### config.mk
export PLATFORM = sky130hd
export DESIGN_NAME = stmd_host
export DESIGN_NICKNAME = d
export VERILOG_FILES = /design/src/hw/stmd_pkg.sv /design/src/hw/stmd_host.sv /design/src/hw/stmd_sync.sv
export SDC_FILE = /design/constraint.sdc
export NUM_CORES = 1
export LEC_CHECK = 0
export BUFFER_PORTS_ARGS = -buffer_cell sky130_fd_sc_hd__buf_2
export CORE_UTILIZATION = 45
export CTS_CLUSTER_SIZE = 12
export DETAILED_ROUTE_END_ITERATION = 16
export PLACE_DENSITY = 0.68
export REMOVE_ABC_BUFFERS = 1
export SLEW_MARGIN = 5
export SYNTH_ARGS = -nofsm -noshare
export SYNTH_HDL_FRONTEND = slang
export SYNTH_SLANG_ARGS = --single-unit
### constraint.sdc
create_clock -name clock -period 2.3 [get_ports clock]
set_input_delay 0.46 -clock clock [delete_from_list [all_inputs] [get_ports clock]]
set_output_delay 0.46 -clock clock [all_outputs]
set_load 0.005 [all_outputs]
### src/hw/stmd_pkg.sv
// Contract
// (RULE_01) transceiver decodes mode codes combinationally; outputs follow code inputs continuously
// (RULE_02) driver code 0000 puts every line driver in high impedance
// (RULE_03) receiver code 0000 leaves receiver logic outputs undetermined
// (RULE_04) receiver outputs never float; they follow their line inputs
// (RULE_05) host programs only defined driver and receiver mode codes
// (RULE_06) separate 4-bit driver and receiver codes, eight control bits total
// (RULE_07) host mode latch is 8 bits from data bus, both nibbles in one write
// (RULE_08) alternative: one 4-bit latch driving driver and receiver bits together
// (RULE_09) host keeps 2-bit latch for remote and local loopback signals
// (RULE_10) host 1-bit tri-state read port returns ring indicator level
// (RULE_11) host address decode gives distinct selects for controller, latches, ring port
// (RULE_12) timing select high: transmit clock from terminal timing, receive clock separate
// (RULE_13) open single-ended receiver input yields logic high output
// (RULE_14) low-speed single-ended receivers: all signals RS232, control lines V.35
// (RULE_15) RS449 and EIA530 use RS423-type receiver only for incoming call
// (RULE_16) differential receivers for clock, data, some control; V.35 clock and data
// (RULE_17) codes: RS232 0010, V.35 1110, RS422 0100, RS485 0101, RS449 1100, EIA530 1101
// (RULE_18) timing select high enables send-timing drivers, disables terminal-timing drivers
// (RULE_19) timing receiver stays connected to terminal-timing pins regardless of select
// (RULE_20) send-timing and terminal-timing drivers never enabled together
// (RULE_21) host mode latch resets to driver code 0000
`default_nettype none
package stmd_pkg;
	localparam logic [3:0] STMD_CODE_OFF = 4'h0;
	localparam logic [3:0] STMD_CODE_RS232 = 4'h2;
	localparam logic [3:0] STMD_CODE_V35 = 4'he;
	localparam logic [3:0] STMD_CODE_RS422 = 4'h4;
	localparam logic [3:0] STMD_CODE_RS485 = 4'h5;
	localparam logic [3:0] STMD_CODE_RS449 = 4'hc;
	localparam logic [3:0] STMD_CODE_EIA530 = 4'hd;
	// host i/o address map
	localparam logic [7:0] STMD_ADDR_SCC_BASE = 8'h00;
	localparam logic [7:0] STMD_ADDR_SCC_MASK = 8'hf0;
	localparam logic [7:0] STMD_ADDR_MODE = 8'h10;
	localparam logic [7:0] STMD_ADDR_LOOP = 8'h11;
	localparam logic [7:0] STMD_ADDR_RING = 8'h11;
	// field layout
	localparam int STMD_MODE_DRV_LSB = 0;
	localparam int STMD_MODE_RCV_LSB = 4;
	localparam int STMD_LOOP_REMOTE_BIT = 0;
	localparam int STMD_LOOP_LOCAL_BIT = 1;
	localparam int STMD_RING_BIT = 0;
	// reset values
	localparam logic [7:0] STMD_MODE_RST = 8'h00;
	localparam logic [1:0] STMD_LOOP_RST = 2'h0;
	typedef enum logic [2:0] {
		STMD_SEL_NONE = 3'b000,
		STMD_SEL_SCC = 3'b001,
		STMD_SEL_MODE = 3'b010,
		STMD_SEL_LOOP = 3'b011,
		STMD_SEL_RING = 3'b100
	} stmd_sel_t;
	typedef struct packed {
		logic [3:0] receiver_mode_code;
		logic [3:0] driver_mode_code;
	} stmd_mode_t;
	typedef struct packed {
		logic local_loop;
		logic remote_loop;
	} stmd_loop_t;
	typedef struct packed {
		logic [7:0] addr;
		logic [7:0] wdata;
		logic wr;
		logic rd;
	} stmd_req_t;
	function automatic logic stmd_code_defined(input logic [3:0] c);
		return c == STMD_CODE_OFF || c == STMD_CODE_RS232 || c == STMD_CODE_V35 ||
			c == STMD_CODE_RS422 || c == STMD_CODE_RS485 || c == STMD_CODE_RS449 ||
			c == STMD_CODE_EIA530;
	endfunction
endpackage
`default_nettype wire

### src/hw/stmd_host.sv
`default_nettype none
module stmd_host
	import stmd_pkg::*;
(
	input wire logic clock,
	input wire logic rst,
	// processor side
	input wire logic [7:0] cpu_addr,
	input wire logic [7:0] cpu_wdata,
	input wire logic cpu_wr,
	input wire logic cpu_rd,
	input wire logic cpu_nibble_mode,
	output logic [7:0] cpu_rdata,
	output logic cpu_rdata_oe,
	output logic cpu_code_error,
	// transceiver side
	output logic [3:0] driver_mode_code,
	output logic [3:0] receiver_mode_code,
	output logic timing_driver_select,
	output logic remote_loop_out,
	output logic local_loop_out,
	input wire logic ring_indicator_in,
	input wire logic timing_receiver_out,
	input wire logic receive_clock_out,
	// serial controller side
	output logic scc_wr_sel,
	output logic scc_rd_sel,
	output logic scc_tx_clock_edge,
	output logic scc_rx_clock_edge
);
	// ------------------------------------------------------------
	// address decode
	// ------------------------------------------------------------
	function automatic stmd_sel_t decode(input logic [7:0] a, input logic is_rd);
		if ((a & STMD_ADDR_SCC_MASK) == STMD_ADDR_SCC_BASE)
			return STMD_SEL_SCC;
		else if (!is_rd && a == STMD_ADDR_MODE)
			return STMD_SEL_MODE;
		else if (!is_rd && a == STMD_ADDR_LOOP)
			return STMD_SEL_LOOP;
		else if (is_rd && a == STMD_ADDR_RING)
			return STMD_SEL_RING;
		else
			return STMD_SEL_NONE;
	endfunction

	stmd_req_t req;
	stmd_sel_t wsel;
	stmd_sel_t rsel;
	stmd_mode_t mode_q;
	stmd_loop_t loop_q;
	logic [2:0] sync_level;
	logic [2:0] sync_rise;
	logic [3:0] wr_drv;
	logic [3:0] wr_rcv;

	assign req = '{addr: cpu_addr, wdata: cpu_wdata, wr: cpu_wr, rd: cpu_rd};
	assign wsel = req.wr ? decode(req.addr, 1'b0) : STMD_SEL_NONE; // RULE_11
	assign rsel = (req.rd && !req.wr) ? decode(req.addr, 1'b1) : STMD_SEL_NONE; // RULE_11

	// ------------------------------------------------------------
	// pin input synchronisers
	// ------------------------------------------------------------
	stmd_sync #(.WIDTH(3)) u_sync (
		.clock(clock),
		.rst(rst),
		.async_in({receive_clock_out, timing_receiver_out, ring_indicator_in}),
		.level_q(sync_level),
		.rise_q(sync_rise)
	);

	// ------------------------------------------------------------
	// mode select latch
	// ------------------------------------------------------------
	// nibble mode: one 4-bit value feeds both codes bit for bit
	assign wr_drv = cpu_nibble_mode ? req.wdata[3:0] : // RULE_08
		req.wdata[STMD_MODE_DRV_LSB +: 4];
	assign wr_rcv = cpu_nibble_mode ? req.wdata[3:0] : // RULE_08
		req.wdata[STMD_MODE_RCV_LSB +: 4];

	always_ff @(posedge clock) begin
		if (rst) begin
			mode_q <= stmd_mode_t'(STMD_MODE_RST); // RULE_21
			cpu_code_error <= 1'b0;
		end else if (wsel == STMD_SEL_MODE) begin
			// undefined codes refused, latch keeps old value
			if (stmd_code_defined(wr_drv) && stmd_code_defined(wr_rcv)) begin // RULE_05
				mode_q.driver_mode_code <= wr_drv; // RULE_07
				mode_q.receiver_mode_code <= wr_rcv; // RULE_07
				cpu_code_error <= 1'b0;
			end else begin
				cpu_code_error <= 1'b1;
			end
		end
	end

	always_ff @(posedge clock) begin
		if (rst) begin
			driver_mode_code <= STMD_CODE_OFF;
			receiver_mode_code <= STMD_CODE_OFF;
		end else begin
			driver_mode_code <= mode_q.driver_mode_code; // RULE_06
			receiver_mode_code <= mode_q.receiver_mode_code; // RULE_06
		end
	end

	// ------------------------------------------------------------
	// loopback latch
	// ------------------------------------------------------------
	always_ff @(posedge clock) begin
		if (rst) begin
			loop_q <= stmd_loop_t'(STMD_LOOP_RST);
		end else if (wsel == STMD_SEL_LOOP) begin
			loop_q.remote_loop <= req.wdata[STMD_LOOP_REMOTE_BIT]; // RULE_09
			loop_q.local_loop <= req.wdata[STMD_LOOP_LOCAL_BIT]; // RULE_09
		end
	end

	always_ff @(posedge clock) begin
		if (rst) begin
			remote_loop_out <= 1'b0;
			local_loop_out <= 1'b0;
		end else begin
			remote_loop_out <= loop_q.remote_loop;
			local_loop_out <= loop_q.local_loop;
		end
	end

	// ------------------------------------------------------------
	// ring indicator read port and controller selects
	// ------------------------------------------------------------
	always_ff @(posedge clock) begin
		if (rst) begin
			cpu_rdata <= 8'h00;
			cpu_rdata_oe <= 1'b0;
		end else begin
			cpu_rdata <= 8'h00;
			cpu_rdata_oe <= 1'b0;
			if (rsel == STMD_SEL_RING) begin
				cpu_rdata[STMD_RING_BIT] <= sync_level[0]; // RULE_10
				cpu_rdata_oe <= 1'b1; // RULE_10
			end
		end
	end

	always_ff @(posedge clock) begin
		if (rst) begin
			scc_wr_sel <= 1'b0;
			scc_rd_sel <= 1'b0;
		end else begin
			scc_wr_sel <= (wsel == STMD_SEL_SCC); // RULE_11
			scc_rd_sel <= (rsel == STMD_SEL_SCC); // RULE_11
		end
	end

	// ------------------------------------------------------------
	// timing clocks: dte takes both clocks from the far end
	// ------------------------------------------------------------
	always_ff @(posedge clock) begin
		if (rst) begin
			timing_driver_select <= 1'b0;
			scc_tx_clock_edge <= 1'b0;
			scc_rx_clock_edge <= 1'b0;
		end else begin
			timing_driver_select <= 1'b1; // RULE_12
			scc_tx_clock_edge <= sync_rise[1]; // RULE_12
			scc_rx_clock_edge <= sync_rise[2]; // RULE_12
		end
	end
endmodule
`default_nettype wire

### src/hw/stmd_sync.sv
`default_nettype none
module stmd_sync
	import stmd_pkg::*;
#(
	parameter int WIDTH = 1
) (
	input wire logic clock,
	input wire logic rst,
	input wire logic [WIDTH-1:0] async_in,
	output logic [WIDTH-1:0] level_q,
	output logic [WIDTH-1:0] rise_q
);
	logic [WIDTH-1:0] s1_q;
	logic [WIDTH-1:0] s2_q;
	logic [WIDTH-1:0] s3_q;
	// change counts once second and third stage agree
	genvar i;
	generate
		for (i = 0; i < WIDTH; i++) begin : g_bit
			always_ff @(posedge clock) begin
				if (rst) begin
					s1_q[i] <= 1'b0;
					s2_q[i] <= 1'b0;
					s3_q[i] <= 1'b0;
					level_q[i] <= 1'b0;
					rise_q[i] <= 1'b0;
				end else begin
					s1_q[i] <= async_in[i];
					s2_q[i] <= s1_q[i];
					s3_q[i] <= s2_q[i];
					rise_q[i] <= 1'b0;
					if (s2_q[i] == s3_q[i]) begin
						level_q[i] <= s3_q[i];
						rise_q[i] <= s3_q[i] & ~level_q[i];
					end
				end
			end
		end
	endgenerate
endmodule
`default_nettype wire

==> metrics.md <==
| Metric | Value |
|---|---|
| DR pass1 iterations | 4 |
| Leakage | 0.0008492 µW |
| Synth area leader | dfxtp_1 |
| Post-CTS Resized | 0 |
| Fin. Hold Viols | 0 |
| WP data required | 2.53 ns |
| Worst Tran Pin Value | around 0.59 ns |
| Synthesized netlist cell count | 143 |
| Post-Syn Area | 0.001540 mm² |
| Post-DR vias/cell | 4.681 |
| Die Ht | 60.51 µm |
| Core Region | roughly 0.0032 mm² |
| IO Pins | 49 |
| Wire length on met1 | 1.024 mm |
| Final WL | 2.443 mm |
| First-pass GRT wire length | 4.043 mm |
| CP Launch Point | cpu_addr[1] |
| Max clock buf depth | 2 |
| Post-route ant nets | 0 |
| Final #Nets | between 200 and 250 |
| DR WL met3 | approximately 120 µm |
| Total power | about 1300 µW |
| DIE AREA | 0.003661 mm² |
| CTS buffer count | 5 |
| Post-CTS Setup Repair Bufs | 0 |
| Total track usage | 15.19% |
| Avg WL per Cell | 10.53 µm |
| Largest fanout on the critical path | 8 |
| Final setup vio count | 0 |
| Largest net degree at the start of global routing | 37 |
| Port buffer count | 41 |
| Status | finished, final reports clean |
| Setup crit end | mode_q[6] |
| DRT iter0 DRCs | 28 |
| WHS | 0.3255 ns |
| Clock slew at reported path FFs | 0.12 ns |
| Vias in the first global route | 1,028 |
| Routed wl met2 | about 1.3 mm |
| Chip width | 60.51 µm |
| Rel. slew slack | approximately 60% |
| Synth top area cells | dfxtp_1 (55%), nor2b_1 (11%), mux2_2 (4.4%) |
| Top Metal Used | met4 |
| Min cycle time layout | roughly 1.8 ns |
| Final Max Tran Viols | 0 |
| R2R Setup Slk | between 1 and 1.5 ns |
| Area post-placement | 0.001763 mm² |
| Cell family with most CP delay | simple AND/OR/NAND/NOR gates |
| Rows | 20 |
| Antenna violations before repair | 0 |
| Reg-to-reg startpoint | mode_q[4] |
| Post-route setup TNS | 0 ns |
| Peak supply drop | about 360 µV |
| RSZ-0062 raised after global routing | no |
| H-tree depth | 2 |
| CTS Hold Bufs | 0 |
| Grt total ovfl | 0 |
| Root buffer cell | clkbuf_4 |
| Worst hold-check path type | input port to flip-flop |
| Register area share after synthesis | around 55% |
| Worst path depth | 5 |
| Mapped Avg Cell Area | 10.77 µm² |
| Gp weighted congestion | between 0.8 and 0.9 |
| Nature of the critical path startpoint | input port |
| Crit-path slowest cell | a211oi_4 |
| Max Fclk | between 500 and 600 MHz |
| Reg2reg end | mode_q[4] |
| Ant. Diodes | 0 |
| CP peak stage delay | 0.46 ns |
| Max-Cap Viols | 0 |
| CTS tree | built |
| Worst path cell trace | buf_2, nor4b_4, nand4b_2, a211oi_4, mux2_2 |
| CP Buf/Inv Count | 1 |
| Cells on worst reg2reg path | 3 |
| PD cells | 689.5 mW/mm² |
| Worst-Skew Late Latency | 0.33 ns |
| Residual DRC count | 0 |
| Seq cells post-synth | 42 |
| Share of the synthesized area in the top cell type | a little over half |
| Final HPWL DP | 1.874 mm |
| Layout area overhead | 19.58% |
| YS warnings | 0 |
| Worst Setup End Kind | flip-flop |
| Initial Util | about half |
| Layout cell share with drive strength beyond 1 | 31.91% |
| Worst Skew | 0.003230 ns |
| Final Cycle Share | ~76% |
| Critical Path AT | 1.99 ns |
| Yosys cell types | 33 |
| Finished Cell Area | around 0.0018 mm² |
| CP Class | input port to flip-flop |
| CTS sink cnt | between 40 and 50 |
| Routed vias | 1,086 |
[cell usage after synthesis (all sizes together)]
master / instances
and3b: 3
o21ai: 5
conb: 1
nor3b: 1
mux2i: 5
xor2: 2
and2: 1
nand3: 2
nor3: 4
nor2: 7
nand3b: 1
nand4b: 1
a41oi: 1
clkbuf: 4
a2bb2oi: 1
and4b: 1
dfxtp: 42
mux2: 7
nor4: 1
nand4: 1
nor2b: 26
a2111o: 1
o32ai: 1
buf: 7
inv: 4
or2: 1
a31oi: 1
a21oi: 4
nand2: 5
nor4b: 1
a211oi: 1
[where the power goes]
part           internal [µW]  switching (µW)
sequential               735            2.56
combinational           35.8            46.9
clock                    229             220
[how the worst min path moves through the flow]
stage | to | from | slack, ns | cells past startpoint
6_report | u_sync.s1_q[1] | timing_receiver_out | 0.33 | 2
5_1_grt | u_sync.s1_q[2] | receive_clock_out | 0.30 | 2
4_1_cts | u_sync.s1_q[1] | timing_receiver_out | 0.31 | 2
3_5_place_dp | u_sync.s2_q[1] | u_sync.s1_q[1] | 0.43 | 1
3_3_place_gp | u_sync.s2_q[1] | u_sync.s1_q[1] | 0.42 | 1
2_1_floorplan | receiver_mode_code[1] | mode_q[5] | 0.40 | 2
[per-stage QoR]
step | setup WS [ns] | instances | util (%)
detailed placement | 0.1564 | 224 | 55.91
global placement | 0.2338 | 224 | 55.91
global route | 0.4420 | 232 | 58.41
floorplan | 0.4651 | 138 | -
CTS | 0.5273 | 232 | 58.41
finish | 0.5481 | 232 | 58.41
[registers in the layout, summed over array words and instances (netlist names), 2 cells and up]
signal / cells
mode_q: 8
driver_mode_code: 4
receiver_mode_code: 4
u_sync.level_q: 3
u_sync.s1_q: 3
u_sync.s2_q: 3
u_sync.s3_q: 3
loop_q: 2
u_sync.rise_q: 2
[worst reg2reg max path, stage by stage (launching register included)]
cell and delay (ns):
dfxtp_1 0.35, nor2b_1 0.13, a41oi_1 0.16, a31oi_1 0.09
[routing by layer]
metal | track usage [%] | vias up
met5 | 0 | -
met4 | 8.442 | 0
met3 | 3.838 | 3
met2 | 27.47 | 29
met1 | 16.03 | 500
li1 | - | 554
[kinds of logic (layout without fill, tap and decap cells)]
family	after synthesis	count (layout)	synth area share, %
flip-flops	42	42	54.59
XOR/XNOR	2	2	1.137
AO/OA/AOI/OAI	15	15	7.068
other	1	7	0.2435
multiplexers	12	12	8.367
buffers and inverters	15	54	5.361
AND/OR/NAND/NOR	56	56	23.23
[cells in the final DEF, fill, tap and decap left out, drive strengths merged]
cell type | netlist | routed
nor3b | 1 | 1
clkinvlp | 0 | 1
nor2 | 7 | 7
xor2 | 2 | 2
nor2b | 26 | 26
mux2i | 5 | 5
a2bb2oi | 1 | 1
and4b | 1 | 1
nand3 | 2 | 2
conb | 1 | 7
o32ai | 1 | 1
buf | 7 | 42
nand4 | 1 | 1
mux2 | 7 | 7
a41oi | 1 | 1
nand2 | 5 | 5
or2 | 1 | 1
clkbuf | 4 | 6
nor4b | 1 | 1
nand4b | 1 | 1
bufinv | 0 | 1
a2111o | 1 | 1
a31oi | 1 | 1
dfxtp | 42 | 42
o21ai | 5 | 5
a211oi | 1 | 1
and2 | 1 | 1
inv | 4 | 4
and3b | 3 | 3
a21oi | 4 | 4
nor3 | 4 | 4
nor4 | 1 | 1
nand3b | 1 | 1
[area by class of cell]
| type | count | area, µm² |
|---|---|---|
| Fill cell | 296 | 1311 |
| Sequential cell | 42 | 840.8 |
| Multi-Input combinational cell | 92 | 639.4 |
| Timing Repair Buffer | 42 | 212.7 |
| Tap cell | 44 | 55.05 |
| Clock buffer | 6 | 41.29 |
| Clock inverter | 2 | 37.54 |
| Inverter | 4 | 15.01 |
Note: power is estimated with default switching activity, not from simulation.
